[config.mk]
export PLATFORM = sky130hd
export DESIGN_NAME = adc_trigger_result_flags
export DESIGN_NICKNAME = d
export VERILOG_FILES = /design/src/design/adc_ctrl_pkg.sv /design/src/design/adc_trigger_result_flags.sv /design/src/design/pin_rise_sync.sv
export SDC_FILE = /design/constraint.sdc
export NUM_CORES = 1
export LEC_CHECK = 0
export ABC_AREA = 1
export BUFFER_PORTS_ARGS = -buffer_cell sky130_fd_sc_hd__buf_4
export CAP_MARGIN = 0
export CORE_MARGIN = 4
export CORE_UTILIZATION = 30
export CTS_CLUSTER_DIAMETER = 30
export DETAILED_ROUTE_END_ITERATION = 7
export GPL_TIMING_DRIVEN = 0
export PLACE_DENSITY = 0.52
export RECOVER_POWER = 50
export REMOVE_ABC_BUFFERS = 1
export SYNTH_ARGS = -nofsm -noshare
export SYNTH_HDL_FRONTEND = slang
export SYNTH_SLANG_ARGS = --single-unit
[constraint.sdc]
create_clock -name SYS_CLK -period 2.87 [get_ports SYS_CLK]
set_clock_uncertainty 0.2 [all_clocks]
set_input_delay 0.287 -clock SYS_CLK [delete_from_list [all_inputs] [get_ports SYS_CLK]]
set_output_delay 0.287 -clock SYS_CLK [all_outputs]
set_load 0.02 [all_outputs]
[src/design/adc_ctrl_pkg.sv]
package adc_ctrl_pkg;

  // byte offsets of the register map
  localparam logic [6:0] OFS_STATUS = 7'h00;
  localparam logic [6:0] OFS_CTRL_ONE = 7'h04;
  localparam logic [6:0] OFS_CTRL_TWO = 7'h08;
  localparam logic [6:0] OFS_SMP_ONE = 7'h0c;
  localparam logic [6:0] OFS_SMP_TWO = 7'h10;
  localparam logic [6:0] OFS_INJ_OFF = 7'h14;
  localparam logic [6:0] OFS_INJ_OFF_LAST = 7'h20;
  localparam logic [6:0] OFS_WD_HIGH = 7'h24;
  localparam logic [6:0] OFS_WD_LOW = 7'h28;
  localparam logic [6:0] OFS_SEQ_ONE = 7'h2c;
  localparam logic [6:0] OFS_SEQ_TWO = 7'h30;
  localparam logic [6:0] OFS_SEQ_THREE = 7'h34;
  localparam logic [6:0] OFS_INJ_SEQ = 7'h38;
  localparam logic [6:0] OFS_INJ_RES = 7'h3c;
  localparam logic [6:0] OFS_INJ_RES_LAST = 7'h48;
  localparam logic [6:0] OFS_REG_RES = 7'h4c;

  // status bit positions
  localparam int BIT_WINDOW_FLAG = 0;
  localparam int BIT_REG_DONE = 1;
  localparam int BIT_INJ_DONE = 2;
  localparam int BIT_INJ_STARTED = 3;
  localparam int BIT_REG_STARTED = 4;
  localparam int STATUS_BITS = 5;

  // control one fields
  localparam int BIT_REG_DONE_IEN = 5;
  localparam int BIT_WINDOW_IEN = 6;
  localparam int BIT_INJ_DONE_IEN = 7;
  localparam int POS_DUAL_MODE = 16;
  localparam int DUAL_MODE_BITS = 4;

  // control two fields
  localparam int BIT_DMA_ENABLE = 8;
  localparam int BIT_ALIGN_LEFT = 11;
  localparam int POS_INJ_TRIG_SEL = 12;
  localparam int POS_REG_TRIG_SEL = 17;
  localparam int BIT_INJ_SW_START = 21;
  localparam int BIT_REG_SW_START = 22;
  localparam int BIT_REG_ALT_SRC = 24;
  localparam int BIT_INJ_ALT_SRC = 25;

  // trigger select codes
  localparam logic [2:0] TRIG_ALT_CODE = 3'h6;
  localparam logic [2:0] TRIG_SW_CODE = 3'h7;

  // converter data
  localparam int RAW_BITS = 12;
  localparam int RES_BITS = 16;

  // reset values
  localparam logic [STATUS_BITS-1:0] STATUS_RST = 5'h00;
  localparam logic [31:0] CTRL_ONE_RST = 32'h0000_0000;
  localparam logic [31:0] CTRL_TWO_RST = 32'h0000_0000;
  localparam logic [31:0] WD_HIGH_RST = 32'h0000_0fff;
  localparam logic [31:0] REG_ZERO_RST = 32'h0000_0000;

  // bus answers
  localparam logic [1:0] RESP_OKAY = 2'h0;
  localparam logic [1:0] RESP_SLVERR = 2'h2;

endpackage

[src/design/adc_trigger_result_flags.sv]
`timescale 1ns/1ps
module adc_trigger_result_flags #(
  parameter int unsigned CONV_INDEX = 1
) (
  input wire logic SYS_CLK,
  input wire logic RSTN,
  input wire logic [6:0] AWADDR,
  input wire logic AWVALID,
  output logic AWREADY,
  input wire logic [31:0] WDATA,
  input wire logic [3:0] WSTRB,
  input wire logic WVALID,
  output logic WREADY,
  output logic [1:0] BRESP,
  output logic BVALID,
  input wire logic BREADY,
  input wire logic [6:0] ARADDR,
  input wire logic ARVALID,
  output logic ARREADY,
  output logic [31:0] RDATA,
  output logic [1:0] RRESP,
  output logic RVALID,
  input wire logic RREADY,
  input wire logic [6:0] REG_TRIG_TIMERS,
  input wire logic [6:0] INJ_TRIG_TIMERS,
  input wire logic EXT_LINE_11,
  input wire logic EXT_LINE_15,
  output logic REG_START,
  output logic INJ_START,
  input wire logic REG_DONE,
  input wire logic [11:0] REG_VALUE,
  input wire logic [11:0] SLAVE_VALUE,
  input wire logic INJ_DONE,
  input wire logic [11:0] INJ_VALUE,
  input wire logic [1:0] INJ_RANK,
  output logic DMA_REQ,
  output logic IRQ
);
  typedef struct packed {
    logic aw_rdy;
    logic w_rdy;
    logic aw_hold;
    logic w_hold;
    logic [6:0] aw_addr;
    logic [31:0] wdata;
    logic [3:0] wstrb;
    logic b_valid;
    logic [1:0] b_resp;
    logic ar_rdy;
    logic r_valid;
    logic [1:0] r_resp;
    logic [31:0] r_data;
    logic [adc_ctrl_pkg::STATUS_BITS-1:0] status;
    logic [31:0] ctrl1;
    logic [31:0] ctrl2;
    logic [31:0] smp1;
    logic [31:0] smp2;
    logic [3:0][31:0] inj_off;
    logic [31:0] wd_high;
    logic [31:0] wd_low;
    logic [31:0] seq1;
    logic [31:0] seq2;
    logic [31:0] seq3;
    logic [31:0] inj_seq;
    logic [3:0][15:0] inj_res;
    logic [31:0] reg_res;
    logic [6:0] reg_src_q;
    logic [6:0] inj_src_q;
    logic reg_start;
    logic inj_start;
    logic dma_req;
    logic irq;
  } state_t;

  state_t s_r;
  state_t s_nxt;
  logic line11_rise;
  logic line15_rise;

  // external lines come from pins, so they are synchronised first
  pin_rise_sync line11_sync (
    .clk(SYS_CLK),
    .rst_n(RSTN),
    .pin(EXT_LINE_11),
    .level(),
    .rise(line11_rise)
  );

  pin_rise_sync line15_sync (
    .clk(SYS_CLK),
    .rst_n(RSTN),
    .pin(EXT_LINE_15),
    .level(),
    .rise(line15_rise)
  );

  // place a raw sample in the 16-bit field
  function automatic logic [15:0] align_raw(input logic left,
                                            input logic [11:0] v);
    if (left) begin
      align_raw = {v, 4'h0};
    end else begin
      align_raw = {4'h0, v};
    end
  endfunction

  // true when the sample lies outside the programmed window
  function automatic logic outside(input logic [11:0] v,
                                   input logic [31:0] hi,
                                   input logic [31:0] lo);
    outside = (v > hi[11:0]) || (v < lo[11:0]);
  endfunction

  // register read decode; unmapped offsets answer an error
  function automatic logic [33:0] read_word(input state_t s,
                                            input logic [6:0] a);
    logic [6:0] rel;
    read_word = {adc_ctrl_pkg::RESP_OKAY, 32'h0000_0000};
    rel = 7'h00;
    if (a[1:0] != 2'h0) begin
      read_word = {adc_ctrl_pkg::RESP_SLVERR, 32'h0000_0000};
    end else if (a >= adc_ctrl_pkg::OFS_INJ_OFF &&
                 a <= adc_ctrl_pkg::OFS_INJ_OFF_LAST) begin
      rel = a - adc_ctrl_pkg::OFS_INJ_OFF;
      read_word[31:0] = s.inj_off[rel[3:2]];
    end else if (a >= adc_ctrl_pkg::OFS_INJ_RES &&
                 a <= adc_ctrl_pkg::OFS_INJ_RES_LAST) begin
      rel = a - adc_ctrl_pkg::OFS_INJ_RES;
      read_word[31:0] = {16'h0000, s.inj_res[rel[3:2]]};
    end else begin
      case (a)
        adc_ctrl_pkg::OFS_STATUS: begin
          read_word[31:0] = {27'h0, s.status};
        end
        adc_ctrl_pkg::OFS_CTRL_ONE: read_word[31:0] = s.ctrl1;
        adc_ctrl_pkg::OFS_CTRL_TWO: read_word[31:0] = s.ctrl2;
        adc_ctrl_pkg::OFS_SMP_ONE: read_word[31:0] = s.smp1;
        adc_ctrl_pkg::OFS_SMP_TWO: read_word[31:0] = s.smp2;
        adc_ctrl_pkg::OFS_WD_HIGH: read_word[31:0] = s.wd_high;
        adc_ctrl_pkg::OFS_WD_LOW: read_word[31:0] = s.wd_low;
        adc_ctrl_pkg::OFS_SEQ_ONE: read_word[31:0] = s.seq1;
        adc_ctrl_pkg::OFS_SEQ_TWO: read_word[31:0] = s.seq2;
        adc_ctrl_pkg::OFS_SEQ_THREE: read_word[31:0] = s.seq3;
        adc_ctrl_pkg::OFS_INJ_SEQ: read_word[31:0] = s.inj_seq;
        adc_ctrl_pkg::OFS_REG_RES: read_word[31:0] = s.reg_res;
        default: begin
          read_word = {adc_ctrl_pkg::RESP_SLVERR, 32'h0000_0000};
        end
      endcase
    end
  endfunction

  // byte-lane merge for plain read-write registers
  function automatic logic [31:0] merge(input logic [31:0] old,
                                        input logic [31:0] d,
                                        input logic [3:0] be);
    merge = old;
    for (int i = 0; i < 4; i++) begin
      if (be[i]) begin
        merge[8*i +: 8] = d[8*i +: 8];
      end
    end
  endfunction

  logic [2:0] reg_sel;
  logic [2:0] inj_sel;
  logic [6:0] reg_edge;
  logic [6:0] inj_edge;
  logic reg_fire;
  logic inj_fire;
  logic left;
  logic dual;
  logic [33:0] rd;
  logic [6:0] rel_w;
  logic [adc_ctrl_pkg::STATUS_BITS-1:0] st_set;

  // trigger selection, bus slave, results and flags
  always_comb begin
    s_nxt = s_r;
    rel_w = 7'h00;
    rd = 34'h0_0000_0000;
    reg_sel = s_r.ctrl2[adc_ctrl_pkg::POS_REG_TRIG_SEL +: 3];
    inj_sel = s_r.ctrl2[adc_ctrl_pkg::POS_INJ_TRIG_SEL +: 3];
    left = s_r.ctrl2[adc_ctrl_pkg::BIT_ALIGN_LEFT];
    dual = (CONV_INDEX == 1) &&
           (s_r.ctrl1[adc_ctrl_pkg::POS_DUAL_MODE +:
                      adc_ctrl_pkg::DUAL_MODE_BITS] != 4'h0);
    // a source counts only on its rising edge
    reg_edge = REG_TRIG_TIMERS & ~s_r.reg_src_q;
    inj_edge = INJ_TRIG_TIMERS & ~s_r.inj_src_q;
    s_nxt.reg_src_q = REG_TRIG_TIMERS;
    s_nxt.inj_src_q = INJ_TRIG_TIMERS;

    // converter 3 ignores the alternate pin sources
    if (reg_sel == adc_ctrl_pkg::TRIG_SW_CODE) begin
      reg_fire = s_r.ctrl2[adc_ctrl_pkg::BIT_REG_SW_START];
    end else if (reg_sel == adc_ctrl_pkg::TRIG_ALT_CODE && CONV_INDEX != 3 &&
                 s_r.ctrl2[adc_ctrl_pkg::BIT_REG_ALT_SRC]) begin
      reg_fire = line11_rise;
    end else begin
      reg_fire = reg_edge[reg_sel];
    end
    if (inj_sel == adc_ctrl_pkg::TRIG_SW_CODE) begin
      inj_fire = s_r.ctrl2[adc_ctrl_pkg::BIT_INJ_SW_START];
    end else if (inj_sel == adc_ctrl_pkg::TRIG_ALT_CODE && CONV_INDEX != 3 &&
                 s_r.ctrl2[adc_ctrl_pkg::BIT_INJ_ALT_SRC]) begin
      inj_fire = line15_rise;
    end else begin
      inj_fire = inj_edge[inj_sel];
    end
    s_nxt.reg_start = reg_fire;
    s_nxt.inj_start = inj_fire;
    // software start bits drop once the conversion is launched
    if (reg_fire && reg_sel == adc_ctrl_pkg::TRIG_SW_CODE) begin
      s_nxt.ctrl2[adc_ctrl_pkg::BIT_REG_SW_START] = 1'b0;
    end
    if (inj_fire && inj_sel == adc_ctrl_pkg::TRIG_SW_CODE) begin
      s_nxt.ctrl2[adc_ctrl_pkg::BIT_INJ_SW_START] = 1'b0;
    end

    // results: one shared regular word, one word per injected rank
    if (REG_DONE) begin
      if (dual) begin
        s_nxt.reg_res = {align_raw(left, SLAVE_VALUE),
                         align_raw(left, REG_VALUE)};
      end else begin
        s_nxt.reg_res = {16'h0000, align_raw(left, REG_VALUE)};
      end
    end
    if (INJ_DONE) begin
      s_nxt.inj_res[INJ_RANK] = align_raw(left, INJ_VALUE);
    end

    // hardware set sources for the status flags
    st_set = '0;
    st_set[adc_ctrl_pkg::BIT_REG_DONE] = REG_DONE;
    st_set[adc_ctrl_pkg::BIT_INJ_DONE] = INJ_DONE;
    st_set[adc_ctrl_pkg::BIT_WINDOW_FLAG] =
      (REG_DONE && outside(REG_VALUE, s_r.wd_high, s_r.wd_low)) ||
      (INJ_DONE && outside(INJ_VALUE, s_r.wd_high, s_r.wd_low));
    st_set[adc_ctrl_pkg::BIT_INJ_STARTED] = inj_fire;
    st_set[adc_ctrl_pkg::BIT_REG_STARTED] = reg_fire;

    // dma: converter 2 hands its data over through converter 1
    s_nxt.dma_req = REG_DONE && (CONV_INDEX != 2) &&
                    s_r.ctrl2[adc_ctrl_pkg::BIT_DMA_ENABLE];

    // write address and data are taken in either order
    if (AWVALID && s_r.aw_rdy) begin
      s_nxt.aw_addr = AWADDR;
      s_nxt.aw_hold = 1'b1;
      s_nxt.aw_rdy = 1'b0;
    end
    if (WVALID && s_r.w_rdy) begin
      s_nxt.wdata = WDATA;
      s_nxt.wstrb = WSTRB;
      s_nxt.w_hold = 1'b1;
      s_nxt.w_rdy = 1'b0;
    end
    if (s_r.aw_hold && s_r.w_hold && !s_r.b_valid) begin
      s_nxt.aw_hold = 1'b0;
      s_nxt.w_hold = 1'b0;
      s_nxt.b_valid = 1'b1;
      s_nxt.b_resp = adc_ctrl_pkg::RESP_OKAY;
      if (s_r.aw_addr[1:0] != 2'h0) begin
        s_nxt.b_resp = adc_ctrl_pkg::RESP_SLVERR;
      end else if (s_r.aw_addr >= adc_ctrl_pkg::OFS_INJ_OFF &&
                   s_r.aw_addr <= adc_ctrl_pkg::OFS_INJ_OFF_LAST) begin
        rel_w = s_r.aw_addr - adc_ctrl_pkg::OFS_INJ_OFF;
        s_nxt.inj_off[rel_w[3:2]] = merge(s_r.inj_off[rel_w[3:2]],
                                          s_r.wdata, s_r.wstrb);
      end else if (s_r.aw_addr >= adc_ctrl_pkg::OFS_INJ_RES &&
                   s_r.aw_addr <= adc_ctrl_pkg::OFS_INJ_RES_LAST) begin
        s_nxt.b_resp = adc_ctrl_pkg::RESP_OKAY; // read-only, write dropped
      end else begin
        case (s_r.aw_addr)
          adc_ctrl_pkg::OFS_STATUS: begin
            // writing 0 clears, writing 1 keeps
            if (s_r.wstrb[0]) begin
              s_nxt.status = s_r.status &
                             s_r.wdata[adc_ctrl_pkg::STATUS_BITS-1:0];
            end
          end
          adc_ctrl_pkg::OFS_CTRL_ONE: begin
            s_nxt.ctrl1 = merge(s_r.ctrl1, s_r.wdata, s_r.wstrb);
          end
          adc_ctrl_pkg::OFS_CTRL_TWO: begin
            // a fresh write wins over the same-cycle self-clear
            s_nxt.ctrl2 = merge(s_r.ctrl2, s_r.wdata, s_r.wstrb);
          end
          adc_ctrl_pkg::OFS_SMP_ONE: begin
            s_nxt.smp1 = merge(s_r.smp1, s_r.wdata, s_r.wstrb);
          end
          adc_ctrl_pkg::OFS_SMP_TWO: begin
            s_nxt.smp2 = merge(s_r.smp2, s_r.wdata, s_r.wstrb);
          end
          adc_ctrl_pkg::OFS_WD_HIGH: begin
            s_nxt.wd_high = merge(s_r.wd_high, s_r.wdata, s_r.wstrb);
          end
          adc_ctrl_pkg::OFS_WD_LOW: begin
            s_nxt.wd_low = merge(s_r.wd_low, s_r.wdata, s_r.wstrb);
          end
          adc_ctrl_pkg::OFS_SEQ_ONE: begin
            s_nxt.seq1 = merge(s_r.seq1, s_r.wdata, s_r.wstrb);
          end
          adc_ctrl_pkg::OFS_SEQ_TWO: begin
            s_nxt.seq2 = merge(s_r.seq2, s_r.wdata, s_r.wstrb);
          end
          adc_ctrl_pkg::OFS_SEQ_THREE: begin
            s_nxt.seq3 = merge(s_r.seq3, s_r.wdata, s_r.wstrb);
          end
          adc_ctrl_pkg::OFS_INJ_SEQ: begin
            s_nxt.inj_seq = merge(s_r.inj_seq, s_r.wdata, s_r.wstrb);
          end
          adc_ctrl_pkg::OFS_REG_RES: begin
            s_nxt.b_resp = adc_ctrl_pkg::RESP_OKAY;
          end
          default: begin
            s_nxt.b_resp = adc_ctrl_pkg::RESP_SLVERR;
          end
        endcase
      end
    end
    // set wins over a clear arriving in the same cycle
    s_nxt.status = s_nxt.status | st_set;
    if (s_r.b_valid && BREADY) begin
      s_nxt.b_valid = 1'b0;
      s_nxt.aw_rdy = 1'b1;
      s_nxt.w_rdy = 1'b1;
    end

    // read channel: one read at a time, data held until taken
    if (ARVALID && s_r.ar_rdy) begin
      rd = read_word(s_r, ARADDR);
      s_nxt.r_data = rd[31:0];
      s_nxt.r_resp = rd[33:32];
      s_nxt.r_valid = 1'b1;
      s_nxt.ar_rdy = 1'b0;
    end
    if (s_r.r_valid && RREADY) begin
      s_nxt.r_valid = 1'b0;
      s_nxt.ar_rdy = 1'b1;
    end

    // one shared line, each source gated by its enable
    s_nxt.irq =
      (s_r.status[adc_ctrl_pkg::BIT_REG_DONE] &
       s_r.ctrl1[adc_ctrl_pkg::BIT_REG_DONE_IEN]) |
      (s_r.status[adc_ctrl_pkg::BIT_WINDOW_FLAG] &
       s_r.ctrl1[adc_ctrl_pkg::BIT_WINDOW_IEN]) |
      (s_r.status[adc_ctrl_pkg::BIT_INJ_DONE] &
       s_r.ctrl1[adc_ctrl_pkg::BIT_INJ_DONE_IEN]);
  end

  always_ff @(posedge SYS_CLK or negedge RSTN) begin
    if (!RSTN) begin
      s_r <= '0;
      s_r.aw_rdy <= 1'b1;
      s_r.w_rdy <= 1'b1;
      s_r.ar_rdy <= 1'b1;
      s_r.status <= adc_ctrl_pkg::STATUS_RST;
      s_r.ctrl1 <= adc_ctrl_pkg::CTRL_ONE_RST;
      s_r.ctrl2 <= adc_ctrl_pkg::CTRL_TWO_RST;
      s_r.wd_high <= adc_ctrl_pkg::WD_HIGH_RST;
      s_r.wd_low <= adc_ctrl_pkg::REG_ZERO_RST;
      s_r.reg_res <= adc_ctrl_pkg::REG_ZERO_RST;
    end else begin
      s_r <= s_nxt;
    end
  end

  // every output is a flip-flop of the state record
  assign AWREADY = s_r.aw_rdy;
  assign WREADY = s_r.w_rdy;
  assign BVALID = s_r.b_valid;
  assign BRESP = s_r.b_resp;
  assign ARREADY = s_r.ar_rdy;
  assign RVALID = s_r.r_valid;
  assign RDATA = s_r.r_data;
  assign RRESP = s_r.r_resp;
  assign REG_START = s_r.reg_start;
  assign INJ_START = s_r.inj_start;
  assign DMA_REQ = s_r.dma_req;
  assign IRQ = s_r.irq;
endmodule

[src/design/pin_rise_sync.sv]
`timescale 1ns/1ps
// three-stage pin synchroniser with a filtered level and rising-edge pulse
module pin_rise_sync (
  input wire logic clk,
  input wire logic rst_n,
  input wire logic pin,
  output logic level,
  output logic rise
);
  typedef struct packed {
    logic m1;
    logic m2;
    logic m3;
    logic lvl;
    logic rise;
  } sync_t;

  sync_t s_r;
  sync_t s_nxt;

  // level moves only when the second and third stages agree
  always_comb begin
    s_nxt = s_r;
    s_nxt.m1 = pin;
    s_nxt.m2 = s_r.m1;
    s_nxt.m3 = s_r.m2;
    s_nxt.rise = 1'b0;
    if (s_r.m2 == s_r.m3) begin
      s_nxt.lvl = s_r.m3;
      s_nxt.rise = s_r.m3 & ~s_r.lvl;
    end
  end

  always_ff @(posedge clk or negedge rst_n) begin
    if (!rst_n) begin
      s_r <= '0;
    end else begin
      s_r <= s_nxt;
    end
  end

  assign level = s_r.lvl;
  assign rise = s_r.rise;
endmodule

# Word-level counts from Yosys, hierarchy flattened

Index checks and enable logic that the tools add are counted.

Register bits: 663
Input port bits: 113
Word-level logic and storage cells: 353

Equal/unequal tests: 29
$add $sub $neg: 3
Magnitude comparators: 20
Mux-type cells: 125
Reductions and logical operators: 78
Bitwise gates (word level): 18

Operators with widths:

| cell                 | count |
|---|---|
| $mux W453            | 2 |
| $mux W32             | 16 |
| $mux W8              | 56 |
| $mux W192            | 2 |
| $pmux W32 S12        | 1 |
| $mux W133            | 2 |
| $reduce_and A6 Y1    | 40 |
| $bmux W32 S2         | 2 |
| $bwmux W128          | 1 |
| $mux W128            | 1 |
| $mux W16             | 6 |
| $eq A7 B6 Y1 const B | 12 |
| $bwmux W64           | 1 |
| $demux W32 S2        | 1 |
| $mux W36             | 1 |
| $mux W34             | 1 |
| $bmux W16 S2         | 1 |
| $demux W16 S2        | 1 |
| $eq A7 B4 Y1 const B | 4 |
| $gt A12 B12 Y1       | 2 |
| $lt A12 B12 Y1       | 2 |
| $reduce_or A12 Y1    | 2 |
| $logic_and A1 B1 Y1  | 20 |
| $mux W2              | 10 |
| other kinds (32)     | 86 |

# Logic depth before layout (Yosys ltp)

Word-level depth: 14
Depth in mapped cells: 16

# Cells and area by module

A second synthesis with hierarchy kept.

Cell total of the unflattened synthesis: 4400
Area, all modules: 33186.8 µm²

By module, submodules not included:

| module                   | area an instance (µm²) | cells each | seq. area each (µm²) | times used |
|---|---|---|---|---|
| adc_trigger_result_flags | 32896.6                | 4380       | 16309.4              | 1 |
| pin_rise_sync            | 145.1                  | 10         | 125.1                | 2 |

# Worst setup path after synthesis

No wires, ideal clock.

Path type: register to register
Start: register s_r[644] (netlist name)
End: register s_r[338] (netlist name)
Path buffers: 3
Clock period less this slack: 2.718 ns
Stages on the path, launching flop included: 13
Arrival: 2.393 ns
Path slack: 0.152 ns
Required time: 2.545 ns
Path through: dfrtp_1 inv_1 clkbuf_1 clkbuf_1 ha_1 inv_1 nor2_4 nand2_1 nand2_2 nand2_2 nor2_2 buf_4 mux2_2

Word-level cells in the longest chain between the ends: 8
Elaborated cells between the ends (all ways): 17

Ends and longest elaborated chain:

| what                           | line                            | RTL |
|---|---|---|
| start: declaration             | adc_trigger_result_flags.sv:75  | `state_t s_r;` |
| start signal: assignment       | adc_trigger_result_flags.sv:368 | `s_r <= s_nxt;` |
| $sub A4 B3 Y4                  | adc_trigger_result_flags.sv:269 | `rel_w = s_r.aw_addr - adc_ctrl_pkg::OFS_INJ_OFF;` |
| $bmux W32 S2                   | adc_trigger_result_flags.sv:270 | `s_nxt.inj_off[rel_w[3:2]] = merge(s_r.inj_off[rel_w[3:2]],` |
| $mux W32 (implied by the code) | adc_trigger_result_flags.sv:270 |  |
| $mux W8                        | adc_trigger_result_flags.sv:159 | `if (be[i]) begin` |
| $mux W8                        | adc_trigger_result_flags.sv:267 | `end else if (s_r.aw_addr >= adc_ctrl_pkg::OFS_INJ_OFF &&` |
| $mux W8                        | adc_trigger_result_flags.sv:265 | `if (s_r.aw_addr[1:0] != 2'h0) begin` |
| $mux W8                        | adc_trigger_result_flags.sv:260 | `if (s_r.aw_hold && s_r.w_hold && !s_r.b_valid) begin` |
| $bwmux W128                    | adc_trigger_result_flags.sv:270 |  |

Several ways; a longest one is shown, not always the timed one. The select of a mux whose other input is x is not followed.
A chain may end at the register's enable or synchronous reset.

# Final worst setup path

Start: input ARADDR[2]
End: register s_r, in the netlist RDATA[15]

Word-level cells in the longest chain between the ends: 6
Elaborated cells between the ends (all ways): 28

Ends and longest elaborated chain:

| what                           | line                            | RTL |
|---|---|---|
| start: declaration             | adc_trigger_result_flags.sv:17  | `input wire logic [6:0] ARADDR,` |
| $sub A4 B4 Y4                  | adc_trigger_result_flags.sv:128 | `rel = a - adc_ctrl_pkg::OFS_INJ_RES;` |
| $bmux W16 S2                   | adc_trigger_result_flags.sv:129 | `read_word[31:0] = {16'h0000, s.inj_res[rel[3:2]]};` |
| $mux W16 (implied by the code) | adc_trigger_result_flags.sv:129 |  |
| $mux W32                       | adc_trigger_result_flags.sv:126 | `end else if (a >= adc_ctrl_pkg::OFS_INJ_RES &&` |
| $mux W32 (*)                   | adc_trigger_result_flags.sv:122 | `end else if (a >= adc_ctrl_pkg::OFS_INJ_OFF &&` |
| $mux W34 (*)                   | adc_trigger_result_flags.sv:120 | `if (a[1:0] != 2'h0) begin` |

Every way passes the cells marked *; elsewhere a longest branch is shown, timed or not. The select of a mux whose other input is x is not followed.

==> impl_summary.log <==
INFO  metric status = completed
INFO  metric clkSlewWorstSetupHoldPaths = 0.05 ns
INFO  metric synth_cells = 4,407
INFO  metric power_report.internal_total = 0.0264 W
INFO  metric drt_first_pass_iters = 6
INFO  metric clock_sink_count = 661
INFO  metric postLayoutCoreUtil = 0.406
INFO  metric floorplan.die_area = 116,000 um^2
INFO  metric worst_pin_slew = 1.37 ns
INFO  metric p_clk_frac = 0.450
INFO  metric cp_data_required_time = 3.30 ns
INFO  metric grt_antenna_before_repair = 4
INFO  metric min-delay-path-class = in -> reg
INFO  metric grt.overflow.total = 0
INFO  metric power.switching = 0.0141 W
INFO  metric critical-path-top-cell-by-count = sky130_fd_sc_hd__nand2_1
INFO  metric sequential_fraction_of_the_synthesis_area = 0.497
INFO  metric finalHoldViolations = 0
INFO  metric die_height = 341 um
INFO  metric slowest_delay = 0.32 ns
INFO  metric worst_slew_margin_rel = 0.0877
INFO  metric fin_crit = 2.87 ns
INFO  metric ir_drop = 0.000510 V
INFO  metric dieWidth = 341 um
INFO  metric slew_viol_final = 0
INFO  metric count_of_warnings_emitted_by_yosys = 0
INFO  metric total_leakage_power = 22.1 nW
INFO  metric first_iter_violations = 3,088
INFO  metric critical_path.cell_chain = buf_16 > inv_4 > buf_16 > ha_1 > nand2_2 > nor2_4 > buf_12 > inv_1 > nand2_1 > nor2_4 > nand3_2 > nand3_1 > nand2_1 > nand2_1 > nand2_1
INFO  metric yosys.cell_types.count = 42
INFO  metric power.sequential.fraction = 0.321
INFO  metric worst-path-max-fanout = 79
INFO  metric residual_drc_count = 0
INFO  metric timing.critical_path.to_type = register
INFO  metric placeableCoreArea = 110,000 um^2
INFO  metric setup-violations-final = 0
INFO  metric detailroute.via_count = 31,600
INFO  metric async_flop_share = 1.00
INFO  metric arrival = 3.30 ns
INFO  metric cts_tree = done
INFO  metric timing.fmax = 349 MHz
INFO  metric cp_top_family = simple AND/OR/NAND/NOR gates
INFO  metric areaGrowthSynthToFinish = 33.6%
INFO  metric place.port_buffers = 155
INFO  metric timing.critical_path.slowest_stage_cell = sky130_fd_sc_hd__ha_1
INFO  metric global_route_wire_length_before_repair = 196 mm
INFO  metric htree_levels = 4
INFO  metric num_io_pins = 158
INFO  metric count_of_flip_flops_with_a_built_in_enable_after_synthesis = 0
INFO  metric wl = 133 mm
INFO  metric dominantRegCellSynth = sky130_fd_sc_hd__dfrtp_1
INFO  metric fraction_of_layout_cells_with_a_size_suffix_above_1 = 0.137
INFO  metric layout.cells.most_common_list = sky130_fd_sc_hd__nand2_1 (1,724), sky130_fd_sc_hd__dfrtp_1 (644), sky130_fd_sc_hd__o21ai_0 (627)
INFO  metric path_buf_inv = 5
INFO  metric worst_skew_pair.late_latency = 0.74 ns
INFO  metric powerDensity = 912 nW/um^2
INFO  metric grt_pass1_vias = 30,400
INFO  metric post-dp-hpwl = 81.1 mm
INFO  metric place.gp.congestion = 0.846
INFO  metric comb_power_share = 0.229
INFO  metric power = 0.0406 W
INFO  metric synth.ff_latch_count = 661
INFO  metric final_std_cell_area_no_fill = 44,500 um^2
INFO  metric post_dp_cell_area = 36,100 um^2
INFO  metric total_clock_buffers_created_by_cts = 155
INFO  metric detail-route-antenna-nets = 0
INFO  metric clk_buf_depth = 3
INFO  metric netlist_area = 33,300 um^2
INFO  metric setup.worst_path.start_class = primary input
INFO  metric avgRoutedWirePerCell = 21.1 um
INFO  metric final_common_cell = sky130_fd_sc_hd__nand2_1
INFO  metric initial_core_util = 0.304
INFO  metric maximum_number_of_pins_on_one_net_before_global_route_repair = 108
INFO  metric hold-worst-slack = 0.0478 ns
INFO  metric cts.root.buffer_cell = sky130_fd_sc_hd__clkbuf_16
INFO  metric p_sw_frac = 0.348
INFO  metric fin_tns_setup = 0 ns
INFO  metric postSynthAreaPerCell = 7.56 um^2
INFO  metric row_count = 121
INFO  metric groute.usage.overall = 0.222
INFO  metric timing.setup.critical_path_class = in -> reg
INFO  metric drv.max_cap_violation_count = 0
INFO  metric min_period_over_period = 0.998
INFO  metric finalNetCount = 4,866
INFO  metric vias_per_cell = 5.01
-- path summary, 6_finish.rpt --
path                       depth (start not counted)            startpoint  slack [ns]                    to
max in group asynchronous                          6                  RSTN        0.31              s_r[289]
min                                                2    INJ_TRIG_TIMERS[4]        0.05                s_r[8]
min reg2reg                                        0  line11_sync.s_nxt[3]        0.15  line11_sync.s_nxt[2]
min in group asynchronous                          4                  RSTN        0.62             RDATA[26]
max                                               15             ARADDR[2]       0.004             RDATA[15]
max reg2reg                                        4                  left        0.08               s_r[34]
-- synth_stat cells (all sizes together) (24+ instances only) --
| cell type | number | area [um^2] |
|---|---|---|
| nand2 | 1741 | 6550 |
| o21ai | 647 | 3240 |
| dfrtp | 646 | 16200 |
| nor2 | 286 | 1230 |
| inv | 275 | 1030 |
| clkbuf | 196 | 743 |
| nand3 | 142 | 716 |
| a21oi | 134 | 671 |
| buf | 92 | 557 |
| a31oi | 63 | 394 |
| ha | 55 | 688 |
| o211ai | 24 | 180 |
-- logic make-up after synthesis --
logic type,synth area share
buf+inv,0.0710
flops,0.497
compound gates,0.141
fa+ha+maj,0.0213
simple gates,0.260
other cells,0.000113
mux,0.00965
-- power groups by stage --
stage | sequential, W | combinational [W] | clock, W
after detailed placement | 0.0131 | 0.00716 | 0
after floorplan | 0.0123 | 0.00419 | 0
after CTS | 0.0129 | 0.00885 | 0.0184
final | 0.0130 | 0.00928 | 0.0183
after global placement | 0.0132 | 0.00670 | 0
after global routing | 0.0132 | 0.0101 | 0.0190
-- worst register-to-register path: cells and delay by family, from the launching register on --
| family | cells | cell delay, ns |
|---|---|---|
| simple gates | 1 | 0.36 |
| buf+inv | 2 | 1.16 |
| flops | 1 | 0.82 |
| compound gates | 1 | 0.12 |
-- registers in the layout, summed over array words and instances, names as in the netlist, 2 cells and up --
name               cells
RDATA                 32
reg_sel                3
line15_sync.s_nxt      2
s_r                  601
inj_sel                3
line11_sync.s_nxt      2
-- cell type report --
cell class / instances / area [um^2]
clock inverter: 74 / 948
multi-input combinational: 3189 / 15100
inverter: 283 / 1150
antenna: 6 / 15.0
fill: 11100 / 65100
clock buffer: 213 / 4530
timing repair buffer: 403 / 4250
sequential: 661 / 16600
tap: 1476 / 1850
timing repair inverter: 5 / 43.8
-- metrics by stage --
step	instances	setup WS [ns]
after floorplan	4120	-2.20
after global placement	5751	-8.22
after detailed placement	5792	-2.12
after CTS	6285	0.00258
after global routing	6304	-0.00282
final	6310	0.00449
-- layer usage --
metal,track usage,share of wire
met3,0.0444,0.072
met5,0,0.00017
met2,0.356,0.46
met4,0.0833,0.037
met1,0.295,0.43
-- repair_timing --
item	in CTS	in global routing
setup endpoints to repair	500	283
pin swaps	24	6
endpoints found under the hold margin	374	1
hold buffers	135	1
gates cloned	21	6
setup buffers	50	13
gates resized for setup	112	32
No activity file was read; power rests on OpenSTA's default activity.
